**src/design/cpr_pkg.sv**
```systemverilog
package cpr_pkg;

  // ----------------------------------------------------------------------
  // Register offsets.
  // ----------------------------------------------------------------------
  localparam logic [7:0] ADDR_CHARGE_PATH = 8'h01;
  localparam logic [7:0] ADDR_PHASE_TIMERS = 8'h02;
  localparam logic [7:0] ADDR_PRECHARGE = 8'h03;
  localparam logic [7:0] ADDR_AUTO_TIMEOUT = 8'h04;
  localparam logic [7:0] ADDR_CURRENT = 8'h05;
  localparam logic [7:0] ADDR_RESUME = 8'h06;
  localparam logic [7:0] ADDR_FLOAT = 8'h07;
  localparam logic [7:0] ADDR_TEMP_WINDOW = 8'h08;
  localparam logic [7:0] ADDR_THERMISTOR = 8'h09;
  localparam logic [7:0] ADDR_REDUCTION = 8'h0a;
  localparam logic [7:0] ADDR_STATE_REPORT = 8'h0b;

  // ----------------------------------------------------------------------
  // Writable bit masks; reserved bits are zero here.
  // ----------------------------------------------------------------------
  localparam logic [7:0] MASK_CHARGE_PATH = 8'h07;
  localparam logic [7:0] MASK_PHASE_TIMERS = 8'h3f;
  localparam logic [7:0] MASK_PRECHARGE = 8'h07;
  localparam logic [7:0] MASK_AUTO_TIMEOUT = 8'h01;
  localparam logic [7:0] MASK_CURRENT = 8'hdf;
  localparam logic [7:0] MASK_RESUME = 8'h0c;
  localparam logic [7:0] MASK_FLOAT = 8'h3f;
  localparam logic [7:0] MASK_TEMP_WINDOW = 8'h1f;
  localparam logic [7:0] MASK_THERMISTOR = 8'h07;
  localparam logic [7:0] MASK_REDUCTION = 8'h1f;
  localparam logic [7:0] MASK_STATE_REPORT = 8'h3f;

  // ----------------------------------------------------------------------
  // Reset values, one per register except the read-only state report.
  // ----------------------------------------------------------------------
  localparam logic [7:0] RST_CHARGE_PATH = 8'h06;
  localparam logic [7:0] RST_PHASE_TIMERS = 8'h36;
  localparam logic [7:0] RST_PRECHARGE = 8'h04;
  localparam logic [7:0] RST_AUTO_TIMEOUT = 8'h01;
  localparam logic [7:0] RST_CURRENT = 8'hc5;
  localparam logic [7:0] RST_RESUME = 8'h04;
  localparam logic [7:0] RST_FLOAT = 8'h1c;
  localparam logic [7:0] RST_TEMP_WINDOW = 8'h08;
  localparam logic [7:0] RST_THERMISTOR = 8'h02;
  localparam logic [7:0] RST_REDUCTION = 8'h16;

  // ----------------------------------------------------------------------
  // Field limits and field codes.
  // ----------------------------------------------------------------------
  localparam logic [5:0] FLOAT_CODE_MAX = 6'h28;
  localparam logic [2:0] HOT_CODE_MAX = 3'h4;
  localparam logic [1:0] NO_THERMISTOR = 2'h3;
  localparam logic [1:0] REDUCE_USE_CC = 2'h3;
  localparam logic [3:0] INT_CC_SAT_CODE = 4'hb;
  localparam logic [3:0] CC_FLOOR_CODE = 4'h1;

  // ----------------------------------------------------------------------
  // Timing constants.
  // ----------------------------------------------------------------------
  localparam int CLOCK_HZ = 40_000_000;
  // One minute of clock cycles at CLOCK_HZ, held unsigned because it exceeds the int range.
  localparam logic [31:0] MINUTE_CYCLES = 32'h8f0d_1800;
  localparam int GUARD_MINUTES = 20;

  // Phase timer limits in minutes; phase code zero means off, precharge code zero gives 360.
  localparam logic [8:0] PHASE_MIN_1 = 9'h005;
  localparam logic [8:0] PHASE_MIN_2 = 9'h00a;
  localparam logic [8:0] PHASE_MIN_3 = 9'h01e;
  localparam logic [8:0] PHASE_MIN_4 = 9'h03c;
  localparam logic [8:0] PHASE_MIN_5 = 9'h078;
  localparam logic [8:0] PHASE_MIN_6 = 9'h0f0;
  localparam logic [8:0] PHASE_MIN_7 = 9'h168;
  localparam logic [8:0] PRE_MIN_1 = 9'h001;

  // Charging phases reported by the charging core.
  typedef enum logic [2:0] {
    PH_IDLE,
    PH_PRECHARGE,
    PH_CONST_CURRENT,
    PH_CONST_VOLTAGE,
    PH_DONE
  } cpr_phase_type;

  // Decoded settings handed to the analog loops.
  typedef struct packed {
    logic charge_allow;
    logic single_path;
    logic aux_input_boost_en;
    logic [1:0] end_of_charge_current;
    logic [3:0] cc_index;
    logic [1:0] restart_voltage_code;
    logic [5:0] float_voltage_code;
    logic [1:0] cold_limit;
    logic [2:0] hot_limit;
    logic [1:0] thermistor_select;
    logic thermistor_present;
    logic max_output_on_cv;
    logic small_sys_drop;
    logic [1:0] reduced_current_code;
    logic reduction_disable;
  } cpr_settings_type;

  // Events that return groups of registers to default.
  typedef struct packed {
    logic sw_watchdog;
    logic battery_gone;
    logic low_power;
  } cpr_reset_events_type;

endpackage

```
**src/design/cpr_registers.sv**
```systemverilog
`timescale 1ns/1ps
// Notes on behaviour
// - Charge allow bit gates all charging.
// - Auto restart below resume threshold when enabled.
// - Path bit picks parallel or single path.
// - Constant current and voltage phase timers.
// - Precharge timeout selects one to 360 minutes.
// - Twenty minute guard stops unserviced charging.
// - End of charge current code in bits 7:6.
// - Auxiliary input boost enable bit.
// - Constant current code, internal mode saturates.
// - Restart voltage code in bits 3:2.
// - Float voltage code capped at 4.5 V.
// - Cold limit code in bits 4:3.
// - Hot limit codes above four reserved.
// - Thermistor select, code three means none.
// - Maximum output current once voltage reached.
// - System rail drop selects 300 or 150 mV.
// - Load regulation interrupt when enabled.
// - Reduced current code and disable bit.
// - Each register group resets on listed events.
module cpr_registers
(
  input wire logic clock,
  input wire logic rst,
  input wire logic wr_en,
  input wire logic rd_en,
  input wire logic [7:0] addr,
  input wire logic [7:0] wdata,
  output logic [7:0] rdata,
  output logic rd_valid,
  input wire logic sw_watchdog_pin,
  input wire logic battery_gone_pin,
  input wire logic low_power_pin,
  input wire logic software_mode,
  input wire logic guard_service,
  input wire logic internal_mode,
  input wire logic [2:0] phase_in,
  input wire logic vbat_below_resume,
  input wire logic load_regulating,
  input wire logic [2:0] source_detect_state,
  input wire logic [2:0] charger_state,
  output cpr_pkg::cpr_settings_type settings,
  output logic charge_run,
  output logic restart_pulse,
  output logic phase_timeout,
  output logic load_irq
);

  // ----------------------------------------------------------------------
  // Reset event synchronisers.
  // ----------------------------------------------------------------------

  // Raw first stage, read only by the second stage.
  cpr_pkg::cpr_reset_events_type ev_meta_q;
  // Synchronised events.
  cpr_pkg::cpr_reset_events_type ev_q;

  // The events come from analog monitors outside this clock domain.
  always_ff @(posedge clock)
  begin
    if (rst)
    begin
      ev_meta_q <= '0;
      ev_q <= '0;
    end
    else
    begin
      ev_meta_q <= '{sw_watchdog_pin, battery_gone_pin, low_power_pin};
      ev_q <= ev_meta_q;
    end
  end

  // Group reset strobes, one per reset source combination.
  logic grp_wd_lp;
  logic grp_bat_lp;
  logic grp_all;
  logic grp_lp;
  assign grp_wd_lp = rst | ev_q.sw_watchdog | ev_q.low_power;
  assign grp_bat_lp = rst | ev_q.battery_gone | ev_q.low_power;
  assign grp_all = grp_wd_lp | ev_q.battery_gone;
  assign grp_lp = rst | ev_q.low_power;

  // Write strobe helper, one per offset.
  function automatic logic hit(input logic [7:0] a, input logic [7:0] off);
    hit = a == off;
  endfunction

  // ----------------------------------------------------------------------
  // Configuration registers.
  // ----------------------------------------------------------------------

  // Register storage at full byte width; masks drop reserved bits.
  logic [7:0] path_q;
  logic [7:0] timers_q;
  logic [7:0] pre_q;
  logic [7:0] auto_q;
  logic [7:0] cur_q;
  logic [7:0] resume_q;
  logic [7:0] float_q;
  logic [7:0] temp_q;
  logic [7:0] therm_q;
  logic [7:0] reduce_q;

  // Watchdog and low power group.
  always_ff @(posedge clock)
  begin
    if (grp_wd_lp)
    begin
      path_q <= cpr_pkg::RST_CHARGE_PATH;
      auto_q <= cpr_pkg::RST_AUTO_TIMEOUT;
      therm_q <= cpr_pkg::RST_THERMISTOR;
    end
    else if (wr_en)
    begin
      if (hit(addr, cpr_pkg::ADDR_CHARGE_PATH))
      begin
        path_q <= wdata & cpr_pkg::MASK_CHARGE_PATH;
      end
      // Turning the guard off is honoured only under software control.
      if (hit(addr, cpr_pkg::ADDR_AUTO_TIMEOUT) && (software_mode || wdata[0]))
      begin
        auto_q <= wdata & cpr_pkg::MASK_AUTO_TIMEOUT;
      end
      if (hit(addr, cpr_pkg::ADDR_THERMISTOR))
      begin
        therm_q <= wdata & cpr_pkg::MASK_THERMISTOR;
      end
    end
  end

  // Battery disconnect and low power group.
  always_ff @(posedge clock)
  begin
    if (grp_bat_lp)
    begin
      timers_q <= cpr_pkg::RST_PHASE_TIMERS;
      pre_q <= cpr_pkg::RST_PRECHARGE;
      resume_q <= cpr_pkg::RST_RESUME;
      temp_q <= cpr_pkg::RST_TEMP_WINDOW;
    end
    else if (wr_en)
    begin
      if (hit(addr, cpr_pkg::ADDR_PHASE_TIMERS))
      begin
        timers_q <= wdata & cpr_pkg::MASK_PHASE_TIMERS;
      end
      if (hit(addr, cpr_pkg::ADDR_PRECHARGE))
      begin
        pre_q <= wdata & cpr_pkg::MASK_PRECHARGE;
      end
      if (hit(addr, cpr_pkg::ADDR_RESUME))
      begin
        resume_q <= wdata & cpr_pkg::MASK_RESUME;
      end
      // Reserved hot codes are refused so the window stays meaningful.
      if (hit(addr, cpr_pkg::ADDR_TEMP_WINDOW) && wdata[2:0] <= cpr_pkg::HOT_CODE_MAX)
      begin
        temp_q <= wdata & cpr_pkg::MASK_TEMP_WINDOW;
      end
    end
  end

  // Registers cleared by any of the three events.
  always_ff @(posedge clock)
  begin
    if (grp_all)
    begin
      cur_q <= cpr_pkg::RST_CURRENT;
      float_q <= cpr_pkg::RST_FLOAT;
    end
    else if (wr_en)
    begin
      if (hit(addr, cpr_pkg::ADDR_CURRENT))
      begin
        cur_q <= wdata & cpr_pkg::MASK_CURRENT;
      end
      // Codes past the top are clamped to 4.5 V.
      if (hit(addr, cpr_pkg::ADDR_FLOAT))
      begin
        if (wdata[5:0] > cpr_pkg::FLOAT_CODE_MAX)
        begin
          float_q <= {2'b00, cpr_pkg::FLOAT_CODE_MAX};
        end
        else
        begin
          float_q <= wdata & cpr_pkg::MASK_FLOAT;
        end
      end
    end
  end

  // Low power only group.
  always_ff @(posedge clock)
  begin
    if (grp_lp)
    begin
      reduce_q <= cpr_pkg::RST_REDUCTION;
    end
    else if (wr_en && hit(addr, cpr_pkg::ADDR_REDUCTION))
    begin
      reduce_q <= wdata & cpr_pkg::MASK_REDUCTION;
    end
  end

  // ----------------------------------------------------------------------
  // Settings decode.
  // ----------------------------------------------------------------------

  // Current index: internal mode saturates, code zero behaves as one.
  logic [3:0] cc_idx;
  always_comb
  begin
    cc_idx = cur_q[3:0];
    if (cc_idx < cpr_pkg::CC_FLOOR_CODE)
    begin
      cc_idx = cpr_pkg::CC_FLOOR_CODE;
    end
    if (internal_mode && cc_idx > cpr_pkg::INT_CC_SAT_CODE)
    begin
      cc_idx = cpr_pkg::INT_CC_SAT_CODE;
    end
  end

  // Settings are registered so every output leaves a flip-flop.
  always_ff @(posedge clock)
  begin
    if (rst)
    begin
      settings <= '0;
    end
    else
    begin
      settings.charge_allow <= path_q[2];
      settings.single_path <= path_q[0];
      settings.aux_input_boost_en <= cur_q[4];
      settings.end_of_charge_current <= cur_q[7:6];
      settings.cc_index <= cc_idx;
      settings.restart_voltage_code <= resume_q[3:2];
      settings.float_voltage_code <= float_q[5:0];
      settings.cold_limit <= temp_q[4:3];
      settings.hot_limit <= temp_q[2:0];
      settings.thermistor_select <= therm_q[2:1];
      settings.thermistor_present <= therm_q[2:1] != cpr_pkg::NO_THERMISTOR;
      settings.max_output_on_cv <= therm_q[0];
      settings.small_sys_drop <= reduce_q[4];
      settings.reduced_current_code <= reduce_q[2:1];
      // Only the disable bit itself turns the reduction off; code three keeps the CC level.
      settings.reduction_disable <= reduce_q[0];
    end
  end

  // ----------------------------------------------------------------------
  // Phase timers and the twenty minute guard.
  // ----------------------------------------------------------------------

  // Limit in minutes for a phase timer code.
  function automatic logic [8:0] phase_limit(input logic [2:0] code);
    unique case (code)
      3'h1: phase_limit = cpr_pkg::PHASE_MIN_1;
      3'h2: phase_limit = cpr_pkg::PHASE_MIN_2;
      3'h3: phase_limit = cpr_pkg::PHASE_MIN_3;
      3'h4: phase_limit = cpr_pkg::PHASE_MIN_4;
      3'h5: phase_limit = cpr_pkg::PHASE_MIN_5;
      3'h6: phase_limit = cpr_pkg::PHASE_MIN_6;
      3'h7: phase_limit = cpr_pkg::PHASE_MIN_7;
      default: phase_limit = '0;
    endcase
  endfunction

  // Precharge scale is shifted one step down from the phase scale.
  function automatic logic [8:0] pre_limit(input logic [2:0] code);
    if (code == 3'h1)
    begin
      pre_limit = cpr_pkg::PRE_MIN_1;
    end
    else
    begin
      pre_limit = phase_limit(code - 3'h1);
    end
  endfunction

  // Minute tick from a divider.
  logic [31:0] tick_cnt_q;
  logic minute_tick;
  assign minute_tick = tick_cnt_q == (cpr_pkg::MINUTE_CYCLES - 32'h0000_0001);
  always_ff @(posedge clock)
  begin
    if (rst || minute_tick)
    begin
      tick_cnt_q <= '0;
    end
    else
    begin
      tick_cnt_q <= tick_cnt_q + 32'h0000_0001;
    end
  end

  // Phase minutes restart whenever the phase changes.
  logic [2:0] phase_prev_q;
  logic [8:0] phase_min_q;
  logic [8:0] active_limit;
  always_comb
  begin
    active_limit = '0;
    if (phase_in == 3'(cpr_pkg::PH_PRECHARGE)) active_limit = pre_limit(pre_q[2:0]);
    if (phase_in == 3'(cpr_pkg::PH_CONST_CURRENT)) active_limit = phase_limit(timers_q[5:3]);
    if (phase_in == 3'(cpr_pkg::PH_CONST_VOLTAGE)) active_limit = phase_limit(timers_q[2:0]);
  end

  // Sticky phase expiry, cleared by a new phase.
  always_ff @(posedge clock)
  begin
    if (rst)
    begin
      phase_prev_q <= '0;
      phase_min_q <= '0;
      phase_timeout <= 1'b0;
    end
    else
    begin
      phase_prev_q <= phase_in;
      if (phase_in != phase_prev_q)
      begin
        phase_min_q <= '0;
        phase_timeout <= 1'b0;
      end
      else
      begin
        if (minute_tick && phase_min_q != 9'h1ff)
        begin
          phase_min_q <= phase_min_q + 9'h001;
        end
        if (active_limit != '0 && phase_min_q >= active_limit)
        begin
          phase_timeout <= 1'b1;
        end
      end
    end
  end

  // Guard counts minutes since the last service.
  logic [4:0] guard_min_q;
  logic guard_expired_q;
  always_ff @(posedge clock)
  begin
    if (rst || guard_service || !auto_q[0])
    begin
      guard_min_q <= '0;
      guard_expired_q <= 1'b0;
    end
    else if (minute_tick)
    begin
      if (guard_min_q == 5'(cpr_pkg::GUARD_MINUTES - 1))
      begin
        guard_expired_q <= 1'b1;
      end
      else
      begin
        guard_min_q <= guard_min_q + 5'h01;
      end
    end
  end

  // ----------------------------------------------------------------------
  // Charge gating, restart and interrupt.
  // ----------------------------------------------------------------------

  // A restart needs auto restart, charge allowed and charging finished.
  always_ff @(posedge clock)
  begin
    if (rst)
    begin
      charge_run <= 1'b0;
      restart_pulse <= 1'b0;
      load_irq <= 1'b0;
    end
    else
    begin
      charge_run <= path_q[2] & ~guard_expired_q & ~phase_timeout;
      restart_pulse <= path_q[1] & path_q[2] & ~software_mode & vbat_below_resume
        & (phase_in == 3'(cpr_pkg::PH_DONE));
      load_irq <= reduce_q[3] & load_regulating;
    end
  end

  // ----------------------------------------------------------------------
  // Read port; unmapped offsets return zero.
  // ----------------------------------------------------------------------
  always_ff @(posedge clock)
  begin
    if (rst)
    begin
      rdata <= '0;
      rd_valid <= 1'b0;
    end
    else
    begin
      rd_valid <= rd_en;
      unique case (addr)
        cpr_pkg::ADDR_CHARGE_PATH: rdata <= path_q;
        cpr_pkg::ADDR_PHASE_TIMERS: rdata <= timers_q;
        cpr_pkg::ADDR_PRECHARGE: rdata <= pre_q;
        cpr_pkg::ADDR_AUTO_TIMEOUT: rdata <= auto_q;
        cpr_pkg::ADDR_CURRENT: rdata <= cur_q;
        cpr_pkg::ADDR_RESUME: rdata <= resume_q;
        cpr_pkg::ADDR_FLOAT: rdata <= float_q;
        cpr_pkg::ADDR_TEMP_WINDOW: rdata <= temp_q;
        cpr_pkg::ADDR_THERMISTOR: rdata <= therm_q;
        cpr_pkg::ADDR_REDUCTION: rdata <= reduce_q;
        cpr_pkg::ADDR_STATE_REPORT: rdata <= {2'b00, source_detect_state, charger_state}
          & cpr_pkg::MASK_STATE_REPORT;
        default: rdata <= '0;
      endcase
    end
  end

  // ----------------------------------------------------------------------
  // Checks.
  // ----------------------------------------------------------------------
  property p_allow_gate;
    @(posedge clock) disable iff (rst) !path_q[2] |=> !charge_run;
  endproperty
  a_allow_gate: assert property (p_allow_gate) else $error("charge ran while disallowed");

  property p_float_cap;
    @(posedge clock) disable iff (rst) float_q[5:0] <= cpr_pkg::FLOAT_CODE_MAX;
  endproperty
  a_float_cap: assert property (p_float_cap) else $error("float code above cap");

  property p_reserved_zero;
    @(posedge clock) disable iff (rst) path_q[7:3] == '0 && reduce_q[7:5] == '0;
  endproperty
  a_reserved_zero: assert property (p_reserved_zero) else $error("reserved bit set");

  property p_irq_mask;
    @(posedge clock) disable iff (rst) !reduce_q[3] |=> !load_irq;
  endproperty
  a_irq_mask: assert property (p_irq_mask) else $error("masked irq raised");

  property p_lp_reset;
    @(posedge clock) disable iff (rst) ev_q.low_power |=> reduce_q == cpr_pkg::RST_REDUCTION;
  endproperty
  a_lp_reset: assert property (p_lp_reset) else $error("low power did not reset");

  // Refused writes must never leave a reserved hot code behind.
  property p_hot_legal;
    @(posedge clock) disable iff (rst) temp_q[2:0] <= cpr_pkg::HOT_CODE_MAX;
  endproperty
  a_hot_legal: assert property (p_hot_legal) else $error("reserved hot code held");

  // Under software control the restart decision belongs to the host.
  property p_restart_sw;
    @(posedge clock) disable iff (rst) software_mode |=> !restart_pulse;
  endproperty
  a_restart_sw: assert property (p_restart_sw) else $error("restart under host control");

endmodule

```
**config.mk**
```make
export PLATFORM = sky130hd
export DESIGN_NAME = cpr_registers
export DESIGN_NICKNAME = d
export VERILOG_FILES = /design/src/design/cpr_pkg.sv /design/src/design/cpr_registers.sv
export SDC_FILE = /design/constraint.sdc
export NUM_CORES = 1
export LEC_CHECK = 0
export BUFFER_PORTS_ARGS = -buffer_cell sky130_fd_sc_hd__buf_2
export CELL_PAD_IN_SITES_DETAIL_PLACEMENT = 1
export CELL_PAD_IN_SITES_GLOBAL_PLACEMENT = 2
export CORE_MARGIN = 3
export CORE_UTILIZATION = 35
export CTS_BUF_LIST = sky130_fd_sc_hd__clkbuf_2
export DETAILED_ROUTE_END_ITERATION = 16
export PLACE_DENSITY_LB_ADDON = 0.1
export REMOVE_ABC_BUFFERS = 1
export SYNTH_ARGS = -nofsm -noshare
export SYNTH_HDL_FRONTEND = slang
export SYNTH_SLANG_ARGS = --single-unit
```
**constraint.sdc**
```tcl
create_clock -name clock -period 7.1 [get_ports clock]
set_clock_uncertainty 0.15 [all_clocks]
set_input_delay 1.775 -clock clock [delete_from_list [all_inputs] [get_ports clock]]
set_output_delay 1.775 -clock clock [all_outputs]
set_load 0.005 [all_outputs]
```
=== Yosys cells after proc, flatten, opt, wreduce, memory -nomap -nowiden ===
Cells that the tools add are included.

* Register bits: 142
* Input bits: 37
* Output and inout bits: 43
* Word-level logic and storage cells: 147

* Add/subtract/negate cells: 4
* Magnitude comparators: 5
* Eq/ne operators: 42
* Mux-type cells: 11
* Bitwise logic cells: 17
* Reduce and logical (&&, ||, !) cells: 25

{| class="wikitable"
|+ Operators with widths
! cell !! count
|-
| $pmux W9 S7 || 3
|-
| $pmux W8 S11 || 1
|-
| $eq A3 B3 Y1 const B || 13
|-
| $mux W9 || 4
|-
| $add A32 B1 Y32 const B || 1
|-
| $eq A32 B32 Y1 const B || 1
|-
| $eq A8 B3 Y1 const B || 4
|-
| $eq A8 B4 Y1 const B || 4
|-
| $eq A3 B2 Y1 const B || 8
|-
| $reduce_and A2 Y1 || 11
|-
| $eq A8 B2 Y1 const B || 2
|-
| $eq A3 B1 Y1 const B || 5
|-
| $add A9 B1 Y9 const B || 1
|-
| $ge A9 B9 Y1 || 1
|-
| $ne A9 B9 Y1 const B || 1
|-
| $reduce_bool A9 Y1 || 1
|-
| $eq A8 B1 Y1 const B || 1
|-
| $mux W4 || 2
|-
| $and A1 B1 Y1 || 7
|-
| $gt A6 B6 Y1 const B || 1
|-
| $logic_and A1 B1 Y1 || 6
|-
| $mux W6 || 1
|-
| $or A1 B1 Y1 || 6
|-
| $add A5 B1 Y5 const B || 1
|-
| 11 further kinds || 18
|}

=== Logic depth before layout (Yosys ltp) ===
* Word-level depth: 9
* Mapped depth: 11
* Mapped depth without buffers: 11

=== Worst setup path before layout ===
Ideal clock, no wire load.

* Kind: input to register
* Start: input phase_in[0]
* End: register phase_timeout
* Library setup time: 0.115 ns
* Arrival time: 3.731 ns
* Data required time: 6.835 ns
* Path slack: 3.103 ns
* Stages on the path: 10
* Path through: clkbuf_1 -> or3b_1 -> clkbuf_1 -> o32ai_1 -> ha_1 -> nand2b_1 -> a21o_1 -> a21oi_1 -> o211ai_1 -> and3_1

* Longest elaborated chain between the ends: 6
* Elaborated cells between the ends (all ways): 11
* Classes of those cells: order compare: 1; eq/ne: 4; mux: 3; reduce/logical: 3

{| class="wikitable"
|+ RTL lines
! element !! RTL line !! RTL
|-
| from (decl) || cpr_registers.sv:38 || <nowiki>input wire logic [2:0] phase_in,</nowiki>
|-
| $eq A3 B1 Y1 || cpr_registers.sv:306 || <nowiki>if (phase_in == 3'(cpr_pkg::PH_PRECHARGE)) active_limit = pre_limit(pre_q[2:0]);</nowiki>
|-
| $mux W9 || cpr_registers.sv:306 ||
|-
| $mux W9 || cpr_registers.sv:307 || <nowiki>if (phase_in == 3'(cpr_pkg::PH_CONST_CURRENT)) active_limit = phase_limit(timers_q[5:3]);</nowiki>
|-
| $mux W9 || cpr_registers.sv:308 || <nowiki>if (phase_in == 3'(cpr_pkg::PH_CONST_VOLTAGE)) active_limit = phase_limit(timers_q[2:0]);</nowiki>
|-
| $ge A9 B9 Y1 / $reduce_bool A9 Y1 (equally long branches) || cpr_registers.sv:334 || <nowiki>if (active_limit != '0 && phase_min_q >= active_limit)</nowiki>
|-
| $logic_and A1 B1 Y1 || cpr_registers.sv:334 ||
|-
| to (signal assigned) || cpr_registers.sv:318 || <nowiki>phase_timeout <= 1'b0;</nowiki>
|-
| to (signal assigned) || cpr_registers.sv:326 || <nowiki>phase_timeout <= 1'b0;</nowiki>
|-
| to (signal assigned) || cpr_registers.sv:336 || <nowiki>phase_timeout <= 1'b1;</nowiki>
|-
| to (decl) || cpr_registers.sv:46 || <nowiki>output logic phase_timeout,</nowiki>
|}

Several ways; a longest one is shown, not always the timed one.
A chain may end at the register's enable or synchronous reset.

=== Worst setup path after layout ===
Ends and elaborated chain as after synthesis.

==> flow_summary.ini <==
[synth]
yosysSeqAreaShare_pct = 44.8
synthTopCellsByCount = 140 x dfxtp_1, 95 x nor2_1, 61 x nand2_1, 45 x nor2b_1, 36 x mux2i_1
yosysWarnings = 0
async_flop_share_pct = 0
synth_cells = 714
yosysMostFrequentCell = dfxtp_1
netlist_top_cells_area = dfxtp_1 45%, mux2i_1 5.8%, nor2_1 5.7%
post-synth-top-area-fraction_pct = 44.8
synth-main-ff-cell = dfxtp_1
yosysTopAreaCell = dfxtp_1
avgSynthCellArea_um2 = 8.76
synth_edf_count = 0
synth.distinct_cells = 59
synth_seq_cells = 140
netlist_area_mm2 = 0.00625

[drt]
top_layer = met4
wirelength_um = 17800
wl_per_cell_um = 17.4
drc_errors = 0
drt-initial-drc-count = 302
wl_met2_um = 8380
wl_met3_um = 683
dr_total_vias = 5344
postRouteAntennaNets = 0
wl_met1_um = 8350
drt-pass1-iter-count = 4
viasPerCell = 5.24

[worst_setup_path]
slowest_delay_ns = 0.50
required_ns = 7.57
cp_slowest_cell = or3b_1
critPathKind = primary input to register
rrSetupSlack_ns = 4.31
path_buf_inv = 1
critPathLaunchType = primary input
crit_arrival_ns = 4.00
cp_max_fo = 17
rr_worst_depth = 8
end_kind = register
r2r-end = phase_min_q[5]
crit_chain = buf_2 > or3b_1 > o32ai_1 > ha_1 > nand2b_1 > a21o_1 > a21oi_1 > o211ai_1 > and3_1
critPathTopFamily = simple AND/OR/NAND/NOR gates
r2r_start = phase_min_q[0]

[sta]
slew_headroom_pct = 23.2
worstMarginPinSlew_ns = 1.14
setup_ws_ns = 3.58
fin_crit_ns = 3.52
post-route-period-util_pct = 49.6
hold_viol_final = 0
setup_tns_ns = 0
rsz0062_at_grt = false
setup_viol = 0
fmaxAchievable_ghz = 0.284
finalMaxSlewViolations = 0

[die]
core_mm2 = 0.0174
ios = 80
die_w_um = 140
initial_utilization_pct = 35.9
die_h_um = 140
die-area_mm2 = 0.0195
row_count = 48

[clocking]
clock_latency_ns = 0.70
cts.sinks = 140
h-tree-depth = 4
postCtsSetupBuffers = 0
cts_made_buffers = 17
clk_pin_slew_worst_paths_ns = 0.21
cts_resized = 0
root_buffer = clkbuf_2
cts_hold_buf = 0
clock_path_buffers = 2
tritoncts = yes

[run]
drv_cap = 0

[global_route]
grt_antenna_before_repair = 1
grt_max_degree = 42
grt_pass1_wl_um = 28500
gr-total-overflow = 0
grt_use_total_pct = 18.1
grt_pass1_vias = 5360

[status]
status = finished clean

[pwr]
power_leakage_nw = 2.80
p_per_area_mw_per_mm2 = 195
peakVddDrop_uv = 84.9

[worst_hold_path]
hp-class = register to register
holdPathEnd = charge_run
hold_start = guard_expired_q
hold-path-cell-count = 1

[final_layout]
finalNonFillerCells = 1020
final_nets = 832
syn_to_final_growth_pct = 13.2
layout-drive-gt1-share_pct = 16.2

[placed_design]
place_ws_ns = 2.85
io_buffers = 79
gp_congestion = 0.839
dpl.cell_count = 988
place_hpwl_um = 13200
[worst reg2reg max path: stages, from the launching register on]
cell	delay, ns
dfxtp_1	0.40
ha_1	0.25
nand2_1	0.13
nor2_1	0.07
and3_1	0.18
ha_1	0.21
or4_1	0.70
or4_1	0.52
a21oi_1	0.14
[sequential cells by signal, summed over array words and instances (netlist names), 5 cells and up]
| signal | count |
|---|---|
| guard_min_q | 5 |
| phase_min_q | 9 |
| settings | 30 |
| reduce_q | 5 |
| temp_q | 5 |
| float_q | 6 |
| timers_q | 6 |
| tick_cnt_q | 32 |
| cur_q | 7 |
| rdata | 8 |
[stage by stage]
stage               util, %  total power [mW]  hold WS [ns]  area (um2)
floorplan                 -             0.854         0.249        6120
global placement       39.2             0.904         0.280        6830
detailed placement     39.2             0.905         0.280        6830
CTS                    40.6              1.41         0.308        7070
global route           40.6              1.45         0.307        7080
finish                 40.6              1.38         0.302        7080
[cell families (layout without fill, tap and decap cells)]
logic type	count (synthesis)	after routing	synth area share (%)
multiplexers	39	39	6.48
flip-flops	140	140	44.8
AND/OR/NAND/NOR	338	338	28.0
other	0	1	0
adder cells (fa/ha/maj)	13	13	2.60
AO/OA/AOI/OAI	98	98	9.85
XOR/XNOR	38	38	5.32
buffers and inverters	48	128	2.94
[cells in the final DEF (no fill, tap or decap), types with 6 or more instances in the layout]
cell        n
ha_1       13
buf_2      79
a21oi_1    34
nand2b_1    9
nand4_1    14
nor2b_1    45
xnor2_1    20
o21ai_0    18
nor2_1     95
nand2_1    61
or3_1       6
nor3_1     20
o211ai_1    6
a22oi_1     6
nand3_1    28
xor2_1     18
inv_1      13
nor4_1     12
or4_1       7
mux2i_1    36
clkbuf_2   19
dfxtp_1   140
[power breakdown]
| part | internal, mW | leakage [nW] | switching, mW |
|---|---|---|---|
| Sequential | 0.797 | 1.14 | 0.00469 |
| Combinational | 0.0312 | 1.53 | 0.0567 |
| Clock | 0.195 | 0.140 | 0.298 |
[cell type report]
type	count	area (um2)
diodes	1	2.50
multi-input cells	526	3270
inverters	13	48.8
fillers	2121	10300
clock inverters	12	148
repair buffers	84	433
well taps	225	282
flip-flops and latches	140	2800
clock buffers	19	95.1
[layer usage]
| layer | GRT usage, % | vias up |
|---|---|---|
| met3 | 3.44 | 24 |
| li1 | - | 2627 |
| met4 | 5.97 | 0 |
| met5 | 0 | - |
| met1 | 24.5 | 2607 |
| met2 | 29.2 | 86 |
[worst max-delay path by stage]
stage / start / to / cells past startpoint
6_report: phase_in[0] / phase_timeout / 9
5_1_grt: phase_in[0] / phase_timeout / 9
4_1_cts: phase_in[0] / phase_timeout / 9
3_5_place_dp: phase_in[0] / phase_timeout / 9
3_3_place_gp: phase_in[0] / phase_timeout / 9
2_1_floorplan: phase_in[2] / phase_timeout / 8
No activity file was read; power rests on OpenSTA's default activity.
